==> src/swpin_pkg.sv <==
// Constants and types of the switch pin strap and alternate-function block
package swpin_pkg;

  // ---------------------------------------------------------------
  // Clock and bus rates
  // ---------------------------------------------------------------
  localparam int SYS_HZ      = 50_000_000;
  localparam int BUS_SLOW_HZ = 100_000;
  localparam int BUS_FAST_HZ = 400_000;
  // Quarter bit times are least times, so round up
  localparam int Q_SLOW_CYC  = (SYS_HZ + 4*BUS_SLOW_HZ - 1) / (4*BUS_SLOW_HZ);
  localparam int Q_FAST_CYC  = (SYS_HZ + 4*BUS_FAST_HZ - 1) / (4*BUS_FAST_HZ);
  localparam logic [7:0] Q_SLOW = 8'(Q_SLOW_CYC);
  localparam logic [7:0] Q_FAST = 8'(Q_FAST_CYC);

  localparam logic [7:0] REF_MHZ_LO = 8'h64;
  localparam logic [7:0] REF_MHZ_HI = 8'h7D;
  localparam logic [2:0] STRAP_HOLD = 3'h6;

  // ---------------------------------------------------------------
  // Register byte addresses
  // ---------------------------------------------------------------
  localparam logic [7:0] REG_STRAP    = 8'h00;
  localparam logic [7:0] REG_PORTCFG  = 8'h04;
  localparam logic [7:0] REG_GPIO_IN  = 8'h08;
  localparam logic [7:0] REG_GPIO_OUT = 8'h0C;
  localparam logic [7:0] REG_GPIO_DIR = 8'h10;
  localparam logic [7:0] REG_GPIO_ALT = 8'h14;
  localparam logic [7:0] REG_PORT_RST = 8'h18;
  localparam logic [7:0] REG_IRQ_STAT = 8'h1C;
  localparam logic [7:0] REG_IRQ_CLR  = 8'h20;
  localparam logic [7:0] REG_IRQ_EN   = 8'h24;
  localparam logic [7:0] REG_MCMD     = 8'h28;
  localparam logic [7:0] REG_MSTAT    = 8'h2C;

  // ---------------------------------------------------------------
  // Fields, pin roles and fixed address bits
  // ---------------------------------------------------------------
  localparam int IRQ_W         = 5;
  localparam int IRQ_EXP0      = 0;
  localparam int IRQ_EXP2      = 1;
  localparam int IRQ_MDONE     = 2;
  localparam int IRQ_MNACK     = 3;
  localparam int IRQ_SADDR     = 4;
  localparam int MCMD_READ     = 8;
  localparam int MCMD_EXP      = 9;
  localparam logic [7:0] ALT_MASK     = 8'h97;
  localparam logic [7:0] ALT_OUT_MASK = 8'h83;
  localparam logic [3:0] UP_PORT   = 4'h0;
  localparam logic [3:0] DN_PORT_B = 4'h2;
  localparam logic [3:0] DN_PORT_C = 4'h4;
  localparam logic [3:0] LANES     = 4'h8;
  localparam logic [1:0] EE_HI     = 2'h2;
  localparam logic       EE_B0     = 1'b0;
  localparam logic       SLV_B6    = 1'b1;
  localparam logic       SLV_B4    = 1'b1;
  localparam logic       SLV_B0    = 1'b0;
  localparam logic [4:0] FRAME_LAST = 5'h11;

  typedef enum {M_IDLE, M_START, M_BITS, M_STOP} swpin_mst_t;
  typedef enum {S_IDLE, S_ADDR, S_ACK, S_WAIT} swpin_slv_t;

endpackage

==> src/swpin_sync.sv <==
// Three-stage pin synchroniser with agreement filter
`timescale 1ns/1ns
module swpin_sync #(
  parameter int             W       = 1,
  parameter logic [W-1:0]   RST_VAL = '0
) (
  input  wire logic         clk_sys,
  input  wire logic         arst_n,
  input  wire logic [W-1:0] din,
  output logic      [W-1:0] dout
);

  logic [W-1:0] s1_reg;
  logic [W-1:0] s2_reg;
  logic [W-1:0] s3_reg;

  always_ff @(posedge clk_sys or negedge arst_n) begin
    if (!arst_n) begin
      s1_reg <= RST_VAL;
      s2_reg <= RST_VAL;
      s3_reg <= RST_VAL;
      dout   <= RST_VAL;
    end else begin
      s1_reg <= din;
      s2_reg <= s1_reg;
      s3_reg <= s2_reg;
      // A bit moves only once stages two and three agree
      for (int i = 0; i < W; i++) begin
        if (s2_reg[i] == s3_reg[i]) begin
          dout[i] <= s3_reg[i];
        end
      end
    end
  end

endmodule

==> src/swpin_top.sv <==
// Strap capture, SMBus pins and general purpose pin multiplexing
//
// How it works
// (RL1) Names ending in _n are asserted low, everything else high.
// (RL2) The frequency strap picks a 100 MHz (0) or 125 MHz (1) reference.
// (RL3) The slow strap runs the master bus at 100 KHz, else 400 KHz.
// (RL4) Nothing in software can override the master bus speed strap.
// (RL5) The master bus clock toggles only during an access, else idles.
// (RL6) The EEPROM address takes bits 4 to 1 from the master address strap.
// (RL7) The slave bus acks only its strap address, bits 5 and 3 to 1.
// (RL8) All eight pins work as plain GPIO; pins 3, 5 and 6 have no alt.
// (RL9) Pin 0 in alt mode drives the active-low port 2 reset.
// (RL10) Pin 1 in alt mode drives the active-low port 4 reset.
// (RL11) Pin 2 in alt mode samples the active-low expander 0 interrupt.
// (RL12) Pin 4 in alt mode samples the active-low expander 2 interrupt.
// (RL13) Pin 7 in alt mode drives the active-low general purpose event.
// (RL14) The downstream shared-clock strap marks downstream clocks shared.
// (RL15) The upstream shared-clock strap marks the upstream clock shared.
// (RL16) Port 0 is upstream, ports 2 and 4 downstream, eight lanes each.
// (RL17) Straps are taken around reset and then held for good.
`timescale 1ns/1ns
module swpin_top
  import swpin_pkg::*;
(
  input  wire logic        clk_sys,
  input  wire logic        arst_n,
  input  wire logic [7:0]  reg_addr,
  input  wire logic [31:0] reg_wdata,
  input  wire logic        reg_wr,
  input  wire logic        reg_rd,
  output logic      [31:0] reg_rdata,
  output logic             irq,
  input  wire logic        ref_clock_freq_select,
  input  wire logic        master_bus_slow_strap,
  input  wire logic [3:0]  eeprom_addr_strap,
  input  wire logic [3:0]  slave_addr_strap,
  input  wire logic        shared_clock_down_strap,
  input  wire logic        shared_clock_up_strap,
  output logic             ref_clock_is_125,
  output logic      [7:0]  ref_clock_mhz,
  output logic             shared_clock_down,
  output logic             shared_clock_up,
  input  wire logic        master_bus_clock_in,
  output logic             master_bus_clock_out,
  output logic             master_bus_clock_oe_n,
  input  wire logic        master_bus_data_in,
  output logic             master_bus_data_out,
  output logic             master_bus_data_oe_n,
  input  wire logic        slave_bus_clock_in,
  output logic             slave_bus_clock_out,
  output logic             slave_bus_clock_oe_n,
  input  wire logic        slave_bus_data_in,
  output logic             slave_bus_data_out,
  output logic             slave_bus_data_oe_n,
  input  wire logic [7:0]  gpio_in,
  output logic      [7:0]  gpio_out,
  output logic      [7:0]  gpio_oe_n
);

  // ---------------------------------------------------------------
  // Synchronisers
  // ---------------------------------------------------------------
  logic [11:0] pin_s;
  logic [11:0] strap_s;
  logic [7:0]  gp_s;
  logic        mbc_s;
  logic        mbd_s;
  logic        sbc_s;
  logic        sbd_s;

  // Open-drain lines idle high, so start from one to avoid false edges
  swpin_sync #(.W(12), .RST_VAL(12'hFFF)) u_pin_sync (
    .clk_sys (clk_sys),
    .arst_n  (arst_n),
    .din     ({gpio_in, master_bus_clock_in, master_bus_data_in,
                slave_bus_clock_in, slave_bus_data_in}),
    .dout    (pin_s)
  );

  swpin_sync #(.W(12), .RST_VAL(12'h000)) u_strap_sync (
    .clk_sys (clk_sys),
    .arst_n  (arst_n),
    .din     ({ref_clock_freq_select, master_bus_slow_strap,
                shared_clock_down_strap, shared_clock_up_strap,
                eeprom_addr_strap, slave_addr_strap}),
    .dout    (strap_s)
  );

  assign gp_s  = pin_s[11:4];
  assign mbc_s = pin_s[3];
  assign mbd_s = pin_s[2];
  assign sbc_s = pin_s[1];
  assign sbd_s = pin_s[0];

  function automatic logic fell(input logic prev, input logic cur);
    return prev & ~cur;
  endfunction

  // ---------------------------------------------------------------
  // Strap capture
  // ---------------------------------------------------------------
  logic       lock_reg;
  logic [2:0] hold_cnt_reg;
  logic       ref125_reg;
  logic       slow_reg;
  logic       cdn_reg;
  logic       cup_reg;
  logic [3:0] ee_strap_reg;
  logic [3:0] slv_strap_reg;
  logic [6:0] ee_addr7;
  logic [6:0] slv_addr7;

  // Async reset may only load constants, so the window runs after release
  // (RL17) capture then hold
  always_ff @(posedge clk_sys or negedge arst_n) begin
    if (!arst_n) begin
      lock_reg      <= 1'b0;
      hold_cnt_reg  <= 3'h0;
      ref125_reg    <= 1'b0;
      slow_reg      <= 1'b0;
      cdn_reg       <= 1'b0;
      cup_reg       <= 1'b0;
      ee_strap_reg  <= 4'h0;
      slv_strap_reg <= 4'h0;
    end else if (!lock_reg) begin
      ref125_reg    <= strap_s[11];
      slow_reg      <= strap_s[10];
      cdn_reg       <= strap_s[9];
      cup_reg       <= strap_s[8];
      ee_strap_reg  <= strap_s[7:4];
      slv_strap_reg <= strap_s[3:0];
      hold_cnt_reg  <= hold_cnt_reg + 3'h1;
      lock_reg      <= (hold_cnt_reg == STRAP_HOLD);
    end
  end

  // (RL2) reference frequency
  assign ref_clock_is_125 = ref125_reg;
  assign ref_clock_mhz    = ref125_reg ? REF_MHZ_HI : REF_MHZ_LO;
  // (RL14) downstream shared clock
  assign shared_clock_down = cdn_reg;
  // (RL15) upstream shared clock
  assign shared_clock_up   = cup_reg;
  // (RL6) EEPROM address bits
  assign ee_addr7  = {EE_HI, ee_strap_reg, EE_B0};
  // (RL7) slave address bits
  assign slv_addr7 = {SLV_B6, slv_strap_reg[3], SLV_B4,
                      slv_strap_reg[2:0], SLV_B0};

  // ---------------------------------------------------------------
  // Software registers
  // ---------------------------------------------------------------
  logic [7:0]       gp_out_reg;
  logic [7:0]       gp_dir_reg;
  logic [7:0]       gp_alt_reg;
  logic [1:0]       port_rst_reg;
  logic [IRQ_W-1:0] irq_en_reg;
  logic [IRQ_W-1:0] irq_stat_reg;
  logic [IRQ_W-1:0] irq_set;
  logic [IRQ_W-1:0] irq_clr;
  logic             wr_hit_mcmd;

  always_ff @(posedge clk_sys or negedge arst_n) begin
    if (!arst_n) begin
      gp_out_reg   <= 8'h00;
      gp_dir_reg   <= 8'h00;
      gp_alt_reg   <= 8'h00;
      port_rst_reg <= 2'h0;
      irq_en_reg   <= '0;
    end else if (reg_wr) begin
      unique case (reg_addr)
        REG_GPIO_OUT: gp_out_reg   <= reg_wdata[7:0];
        REG_GPIO_DIR: gp_dir_reg   <= reg_wdata[7:0];
        // (RL8) alt bits exist only on pins with a second role
        REG_GPIO_ALT: gp_alt_reg   <= reg_wdata[7:0] & ALT_MASK;
        REG_PORT_RST: port_rst_reg <= reg_wdata[1:0];
        REG_IRQ_EN:   irq_en_reg   <= reg_wdata[IRQ_W-1:0];
        default: ;
      endcase
    end
  end

  assign wr_hit_mcmd = reg_wr && (reg_addr == REG_MCMD);
  assign irq_clr = (reg_wr && reg_addr == REG_IRQ_CLR) ?
                   reg_wdata[IRQ_W-1:0] : '0;

  // Set beats a clear in the same cycle
  always_ff @(posedge clk_sys or negedge arst_n) begin
    if (!arst_n) begin
      irq_stat_reg <= '0;
      irq          <= 1'b0;
    end else begin
      irq_stat_reg <= (irq_stat_reg & ~irq_clr) | irq_set;
      irq          <= |(irq_stat_reg & irq_en_reg);
    end
  end

  // ---------------------------------------------------------------
  // Master bus engine
  // ---------------------------------------------------------------
  swpin_mst_t  mst_st;
  logic [7:0]  div_cnt_reg;
  logic [7:0]  q_lim;
  logic        q_tick;
  logic [1:0]  ph_reg;
  logic [4:0]  slot_reg;
  logic [17:0] shift_reg;
  logic        rd_mode_reg;
  logic        nack_reg;
  logic [7:0]  rx_reg;
  logic        mdone_reg;
  logic        mscl_oe_n_reg;
  logic        msda_oe_n_reg;
  logic [6:0]  tgt_addr7;

  // (RL3) strap-only speed
  // (RL4) no register path feeds q_lim
  assign q_lim  = slow_reg ? Q_SLOW : Q_FAST;
  assign q_tick = (mst_st != M_IDLE) && (div_cnt_reg == q_lim - 8'h01);
  assign tgt_addr7 = reg_wdata[MCMD_EXP] ? reg_wdata[22:16] : ee_addr7;

  // (RL5) divider runs only while busy
  always_ff @(posedge clk_sys or negedge arst_n) begin
    if (!arst_n) begin
      div_cnt_reg <= 8'h00;
    end else if (mst_st == M_IDLE || q_tick) begin
      div_cnt_reg <= 8'h00;
    end else begin
      div_cnt_reg <= div_cnt_reg + 8'h01;
    end
  end

  // Each bit spends four quarter ticks: set data, rise, sample, fall
  always_ff @(posedge clk_sys or negedge arst_n) begin
    if (!arst_n) begin
      mst_st        <= M_IDLE;
      ph_reg        <= 2'h0;
      slot_reg      <= 5'h00;
      shift_reg     <= '0;
      rd_mode_reg   <= 1'b0;
      nack_reg      <= 1'b0;
      rx_reg        <= 8'h00;
      mdone_reg     <= 1'b0;
      mscl_oe_n_reg <= 1'b1;
      msda_oe_n_reg <= 1'b1;
    end else begin
      mdone_reg <= 1'b0;
      unique case (mst_st)
        M_IDLE: begin
          if (wr_hit_mcmd && lock_reg) begin
            mst_st      <= M_START;
            ph_reg      <= 2'h0;
            slot_reg    <= 5'h00;
            nack_reg    <= 1'b0;
            rd_mode_reg <= reg_wdata[MCMD_READ];
            shift_reg   <= {tgt_addr7, reg_wdata[MCMD_READ], 1'b1,
                            reg_wdata[MCMD_READ] ? 8'hFF : reg_wdata[7:0],
                            1'b1};
          end
        end
        M_START: begin
          if (q_tick) begin
            ph_reg <= ph_reg + 2'h1;
            if (ph_reg == 2'h1) msda_oe_n_reg <= 1'b0;
            if (ph_reg == 2'h2) mscl_oe_n_reg <= 1'b0;
            if (ph_reg == 2'h3) mst_st <= M_BITS;
          end
        end
        M_BITS: begin
          if (q_tick) begin
            ph_reg <= ph_reg + 2'h1;
            unique case (ph_reg)
              2'h0: msda_oe_n_reg <= shift_reg[17];
              2'h1: mscl_oe_n_reg <= 1'b1;
              2'h2: begin
                if (slot_reg == 5'h08 ||
                    (slot_reg == FRAME_LAST && !rd_mode_reg)) begin
                  nack_reg <= nack_reg | mbd_s;
                end
                if (rd_mode_reg && slot_reg > 5'h08 &&
                    slot_reg < FRAME_LAST) begin
                  rx_reg <= {rx_reg[6:0], mbd_s};
                end
              end
              2'h3: begin
                mscl_oe_n_reg <= 1'b0;
                shift_reg     <= {shift_reg[16:0], 1'b1};
                slot_reg      <= slot_reg + 5'h01;
                if (slot_reg == FRAME_LAST) mst_st <= M_STOP;
              end
            endcase
          end
        end
        M_STOP: begin
          if (q_tick) begin
            ph_reg <= ph_reg + 2'h1;
            if (ph_reg == 2'h0) msda_oe_n_reg <= 1'b0;
            if (ph_reg == 2'h1) mscl_oe_n_reg <= 1'b1;
            if (ph_reg == 2'h2) msda_oe_n_reg <= 1'b1;
            if (ph_reg == 2'h3) begin
              mst_st    <= M_IDLE;
              mdone_reg <= 1'b1;
            end
          end
        end
      endcase
    end
  end

  assign master_bus_clock_out  = 1'b0;
  assign master_bus_clock_oe_n = mscl_oe_n_reg;
  assign master_bus_data_out   = 1'b0;
  assign master_bus_data_oe_n  = msda_oe_n_reg;

  // ---------------------------------------------------------------
  // Slave address matcher
  // ---------------------------------------------------------------
  // Only the address phase is answered; later bytes are not acked
  swpin_slv_t slv_st;
  logic       sbc_q;
  logic       sbd_q;
  logic [7:0] sh_reg;
  logic [3:0] bit_cnt_reg;
  logic       ssda_oe_n_reg;
  logic       saddr_hit_reg;
  logic       s_start;
  logic       s_stop;

  assign s_start = sbc_s & sbc_q & fell(sbd_q, sbd_s);
  assign s_stop  = sbc_s & sbc_q & fell(sbd_s, sbd_q);

  always_ff @(posedge clk_sys or negedge arst_n) begin
    if (!arst_n) begin
      slv_st        <= S_IDLE;
      sbc_q         <= 1'b1;
      sbd_q         <= 1'b1;
      sh_reg        <= 8'h00;
      bit_cnt_reg   <= 4'h0;
      ssda_oe_n_reg <= 1'b1;
      saddr_hit_reg <= 1'b0;
    end else begin
      sbc_q         <= sbc_s;
      sbd_q         <= sbd_s;
      saddr_hit_reg <= 1'b0;
      if (!lock_reg || s_stop) begin
        slv_st        <= S_IDLE;
        ssda_oe_n_reg <= 1'b1;
      end else if (s_start) begin
        slv_st        <= S_ADDR;
        bit_cnt_reg   <= 4'h0;
        ssda_oe_n_reg <= 1'b1;
      end else begin
        unique case (slv_st)
          S_IDLE, S_WAIT: ;
          S_ADDR: begin
            if (sbc_s && !sbc_q) begin
              sh_reg      <= {sh_reg[6:0], sbd_s};
              bit_cnt_reg <= bit_cnt_reg + 4'h1;
            end else if (fell(sbc_q, sbc_s) && bit_cnt_reg == 4'h8) begin
              // (RL7) ack own address only
              if (sh_reg[7:1] == slv_addr7) begin
                ssda_oe_n_reg <= 1'b0;
                saddr_hit_reg <= 1'b1;
                slv_st        <= S_ACK;
              end else begin
                slv_st        <= S_WAIT;
              end
            end
          end
          S_ACK: begin
            if (fell(sbc_q, sbc_s)) begin
              ssda_oe_n_reg <= 1'b1;
              slv_st        <= S_WAIT;
            end
          end
        endcase
      end
    end
  end

  // The slave never stretches the clock
  assign slave_bus_clock_out  = 1'b0;
  assign slave_bus_clock_oe_n = 1'b1;
  assign slave_bus_data_out   = 1'b0;
  assign slave_bus_data_oe_n  = ssda_oe_n_reg;

  // ---------------------------------------------------------------
  // General purpose pins
  // ---------------------------------------------------------------
  logic [7:0] gp_q;
  logic [7:0] alt_val;

  // (RL1) low-true: (RL9) port 2, (RL10) port 4 reset, (RL13) event
  assign alt_val = {~irq, 5'h00, ~port_rst_reg[1], ~port_rst_reg[0]};

  // (RL8) per-pin direction or alternate role
  genvar gi;
  generate
    for (gi = 0; gi < 8; gi++) begin : g_pin
      always_ff @(posedge clk_sys or negedge arst_n) begin
        if (!arst_n) begin
          gpio_out[gi]  <= 1'b0;
          gpio_oe_n[gi] <= 1'b1;
        end else if (gp_alt_reg[gi]) begin
          gpio_out[gi]  <= alt_val[gi];
          gpio_oe_n[gi] <= ~ALT_OUT_MASK[gi];
        end else begin
          gpio_out[gi]  <= gp_out_reg[gi];
          gpio_oe_n[gi] <= ~gp_dir_reg[gi];
        end
      end
    end
  endgenerate

  always_ff @(posedge clk_sys or negedge arst_n) begin
    if (!arst_n) begin
      gp_q <= 8'hFF;
    end else begin
      gp_q <= gp_s;
    end
  end

  // (RL11) expander 0 interrupt, falling edge
  assign irq_set[IRQ_EXP0]  = gp_alt_reg[2] & fell(gp_q[2], gp_s[2]);
  // (RL12) expander 2 interrupt, falling edge
  assign irq_set[IRQ_EXP2]  = gp_alt_reg[4] & fell(gp_q[4], gp_s[4]);
  assign irq_set[IRQ_MDONE] = mdone_reg;
  assign irq_set[IRQ_MNACK] = mdone_reg & nack_reg;
  assign irq_set[IRQ_SADDR] = saddr_hit_reg;

  // ---------------------------------------------------------------
  // Read port
  // ---------------------------------------------------------------
  always_ff @(posedge clk_sys or negedge arst_n) begin
    if (!arst_n) begin
      reg_rdata <= 32'h0000_0000;
    end else if (reg_rd) begin
      unique case (reg_addr)
        REG_STRAP: reg_rdata <= {1'b0, slv_addr7, 1'b0, ee_addr7,
                                 slv_strap_reg, ee_strap_reg, 3'h0,
                                 lock_reg, cup_reg, cdn_reg, slow_reg,
                                 ref125_reg};
        // (RL16) fixed port roles
        REG_PORTCFG:  reg_rdata <= {16'h0000, LANES, DN_PORT_C,
                                    DN_PORT_B, UP_PORT};
        REG_GPIO_IN:  reg_rdata <= {24'h000000, gp_s};
        REG_GPIO_OUT: reg_rdata <= {24'h000000, gp_out_reg};
        REG_GPIO_DIR: reg_rdata <= {24'h000000, gp_dir_reg};
        REG_GPIO_ALT: reg_rdata <= {24'h000000, gp_alt_reg};
        REG_PORT_RST: reg_rdata <= {30'h00000000, port_rst_reg};
        REG_IRQ_STAT: reg_rdata <= {27'h0000000, irq_stat_reg};
        REG_IRQ_EN:   reg_rdata <= {27'h0000000, irq_en_reg};
        REG_MSTAT:    reg_rdata <= {16'h0000, rx_reg, 6'h00, nack_reg,
                                    mst_st != M_IDLE};
        default:      reg_rdata <= 32'h0000_0000;
      endcase
    end else begin
      reg_rdata <= 32'h0000_0000;
    end
  end

endmodule

==> config.mk <==
export PLATFORM = sky130hd
export DESIGN_NAME = swpin_top
export DESIGN_NICKNAME = d
export VERILOG_FILES = /design/src/swpin_pkg.sv /design/src/swpin_sync.sv /design/src/swpin_top.sv
export SDC_FILE = /design/constraint.sdc
export NUM_CORES = 1
export LEC_CHECK = 0
export ABC_CLOCK_PERIOD_IN_PS = 2600
export BUFFER_PORTS_ARGS = -buffer_cell sky130_fd_sc_hd__buf_2
export CORE_UTILIZATION = 35
export CTS_CLUSTER_SIZE = 14
export DETAILED_ROUTE_END_ITERATION = 8
export PLACE_DENSITY_LB_ADDON = 0.2
export SETUP_SLACK_MARGIN = 0.15
export SYNTH_ARGS = -nofsm -noshare
export SYNTH_HDL_FRONTEND = slang
export SYNTH_SLANG_ARGS = --single-unit
==> constraint.sdc <==
create_clock -name clk_sys -period 2.6 [get_ports clk_sys]
set_input_delay 0.65 -clock clk_sys [delete_from_list [all_inputs] [get_ports clk_sys]]
set_output_delay 0.65 -clock clk_sys [all_outputs]
set_load 0.01 [all_outputs]
==> flow_metrics.env <==
export IMPL_dpl_worst_slack_ps=231
export IMPL_cts_resized=0
export IMPL_yosys_register_bits=251
export IMPL_start_util=0.359
export IMPL_die_h_um=171
export IMPL_status="complete, no violations"
export IMPL_crit_type="reg -> reg"
export IMPL_crit_slowest_cell="a32oi_4"
export IMPL_drtIter0Drc=294
export IMPL_power_mw=8.90
export IMPL_synthCells=770
export IMPL_drc=0
export IMPL_fmax_mhz=438
export IMPL_rows=61
export IMPL_r2r_cells=5
export IMPL_yosysWarnings=0
export IMPL_fin_skew_ps=6.84
export IMPL_crit_arrival_ps=2700
export IMPL_cp_num_buf_inv=0
export IMPL_cts_tree="built"
export IMPL_ir_drop_uv=509
export IMPL_dieArea_um2=29400
export IMPL_reg2reg_to="shift_reg[0]"
export IMPL_critical_path_top_delay_family="simple AND/OR/NAND/NOR gates"
export IMPL_synthArstFlopShare=1.00
export IMPL_io_pins=136
export IMPL_hold_viol_final=0
export IMPL_cts_sinks=251
export IMPL_grt_max_degree=69
export IMPL_max_slew_worst_pin_slew_ps=857
export IMPL_routed_wl_mm=21.0
export IMPL_hold_path_class="in -> async"
export IMPL_max_clock_path_buffers=3
export IMPL_grt_usage=0.148
export IMPL_drive_gt1_frac=0.343
export IMPL_vias=6142
export IMPL_grt_first_pass_wirelength_mm=33.9
export IMPL_setup_viol=0
export IMPL_overflow=0
export IMPL_antenna_found_initial=1
export IMPL_fin_nets=986
export IMPL_cts_root_buf="clkbuf_16"
export IMPL_startpoint_type="flip-flop"
export IMPL_io_buffers=104
export IMPL_crit_path_end_kind="flip-flop"
export IMPL_crit_chain="ha_1 -> and4bb_2 -> and2b_2 -> a32oi_4 -> or2b_1"
export IMPL_n_antenna_cell=0
export IMPL_path_max_fanout=32
export IMPL_gp_congestion=0.839
export IMPL_path_clk_slew_ps=60
export IMPL_post_dp_hpwl_mm=14.7
export IMPL_via_per_inst=4.72
export IMPL_finalCritPeriodShare=0.879
export IMPL_finish_utilization=0.428
export IMPL_synthesis_area_um2=10000
export IMPL_slew_viol_final=0
export IMPL_h_tree_depth=1
export IMPL_critPathRequiredTime_ps=3020
export IMPL_fin_setup_tns_ps=0
export IMPL_fin_ws_ps=315
export IMPL_post_cts_buffers=0
export IMPL_avgSynthCellArea_um2=13.0
export IMPL_core_area_um2=28000
export IMPL_grt_setup_unrepaired="no"
export IMPL_synth_edf_count=0
export IMPL_cts_buffers=28
export IMPL_firstDrtPassIters=4
export IMPL_fin_crit_ps=2290
export IMPL_synth_yosys_seq_area_share=0.633
export IMPL_rr_startpoint="ph_reg[0]"
export IMPL_cellPowerDensity_nw_per_um2=743
export IMPL_dieWidth_um=171
export IMPL_maxCapViolCount=0
export IMPL_cts_hold_buf=0
export IMPL_ant_nets=0
export IMPL_syn2layout_area_growth_pct=19.3
export IMPL_p_leak_nw=5.59
export IMPL_r2r_slack_ps=310
export IMPL_yosysUniqueCellTypes=65
export IMPL_wl_per_cell_um=16.1
export IMPL_max_stage_delay_ps=680
export IMPL_synth_main_ff_cell="dfrtp_1"
export IMPL_insertion_delay_ps=540
export IMPL_slew_headroom=0.429
export IMPL_largest_reg_flops=25
export IMPL_grt_pass1_vias=6062
-- logic make-up (layout without fill, tap and decap cells) --
kind of cell,after synthesis,in the layout,synth area share
compound gates,118,118,0.0774
xor+xnor,14,14,0.0122
fa+ha+maj,41,41,0.0454
buf+inv,77,216,0.0409
flops,251,251,0.633
mux,80,80,0.0901
other cells,2,15,0.000748
simple gates,187,187,0.101
-- cell usage after synthesis, types with 2 or more instances --
cell type | n | area, um^2
a22oi_1 | 5 | 37.5
and2_1 | 12 | 75.1
dfrtp_1 | 192 | 4800
a31oi_1 | 6 | 37.5
xnor2_1 | 9 | 78.8
ha_1 | 18 | 225
nor4_4 | 2 | 42.5
nand3_1 | 15 | 75.1
or3_1 | 3 | 18.8
nand2b_1 | 3 | 18.8
mux2_2 | 63 | 709
nand2_1 | 54 | 203
o21ai_0 | 33 | 165
maj3_1 | 23 | 230
a32oi_1 | 3 | 26.3
xor2_1 | 5 | 43.8
nand3b_1 | 2 | 15.0
and3_1 | 8 | 50.1
conb_1 | 2 | 7.51
a21oi_1 | 28 | 140
mux2i_1 | 15 | 150
a21o_1 | 9 | 67.6
and4b_1 | 2 | 20.0
o22a_1 | 3 | 26.3
nand4b_1 | 3 | 26.3
nor2b_1 | 7 | 43.8
and4bb_2 | 3 | 37.5
nor3_1 | 15 | 75.1
o22ai_1 | 8 | 50.1
nand4_1 | 6 | 37.5
buf_2 | 4 | 20.0
a22o_1 | 6 | 52.6
a32o_1 | 3 | 30.0
a221oi_1 | 2 | 17.5
buf_6 | 4 | 45.0
dfstp_2 | 59 | 1550
clkbuf_1 | 15 | 56.3
nor2_1 | 39 | 146
buf_4 | 23 | 173
or2_2 | 3 | 18.8
nor4_1 | 2 | 12.5
inv_1 | 30 | 113
-- metal layers --
metal	GRT usage	up-vias	routed length, um
met5	0	-	0
met4	0.0373	0	422
met3	0.0255	30	859
met2	0.233	135	9570
met1	0.212	3042	10100
li1	-	2935	-
-- metrics by stage --
stage,std cells,hold WS [ps],cell area [um^2]
final,1300,80.5,12000
after CTS,1300,92.1,12000
after global routing,1300,112,12000
after floorplan,783,331,10100
after global placement,1248,332,11100
after detailed placement,1248,335,11100
-- cell type report --
type,count,area (um^2)
tap,378,473
fill,2602,16000
timing repair buffer,134,806
clock buffer,44,831
clock inverter,8,82.6
sequential,251,6350
multi-input combinational,455,3330
inverter,30,113
-- worst max-delay path by stage --
stage                           start            end  slack (ps)  cells after the start
final                       ph_reg[0]   shift_reg[0]         310                      5
after global routing        ph_reg[0]   shift_reg[8]         150                      5
after CTS                   ph_reg[0]   shift_reg[0]         310                      5
after detailed placement  reg_addr[1]  shift_reg[11]         230                      6
after global placement    reg_addr[1]  shift_reg[11]         230                      6
after floorplan           reg_addr[1]  shift_reg[16]         700                      6
-- where the power goes --
part / switching [mW] / total, mW / internal, mW / leakage (nW)
Clock: 1.52 / 3.81 / 2.29 / 0.447
Sequential: 0.182 / 4.39 / 4.21 / 3.05
Combinational: 0.371 / 0.696 / 0.325 / 2.09
-- placed cells by master, fill, tap and decap left out, drive strengths merged, types with 3 or more instances in the layout --
master / netlist / routed
a21oi: 28 / 28
nand2: 54 / 54
and4bb: 3 / 3
ha: 18 / 18
a32oi: 4 / 4
a22o: 6 / 6
nand4b: 3 / 3
mux2i: 16 / 16
nand3: 15 / 15
a22oi: 5 / 5
nor2: 39 / 39
mux2: 63 / 63
or3: 3 / 3
inv: 30 / 30
nand4: 6 / 6
o21ai: 33 / 33
nor3: 16 / 16
a21o: 9 / 9
a31oi: 6 / 6
nor2b: 7 / 7
dfstp: 59 / 59
a32o: 3 / 3
nand2b: 3 / 3
conb: 2 / 15
clkinv: 0 / 6
o22ai: 8 / 8
xor2: 5 / 5
dfrtp: 192 / 192
nor4: 4 / 4
o22a: 3 / 3
buf: 32 / 134
a221oi: 3 / 3
maj3: 23 / 23
xnor2: 9 / 9
and2: 12 / 12
and3: 8 / 8
or2: 3 / 3
clkbuf: 15 / 44
Note: power is estimated with default switching activity, not from simulation.
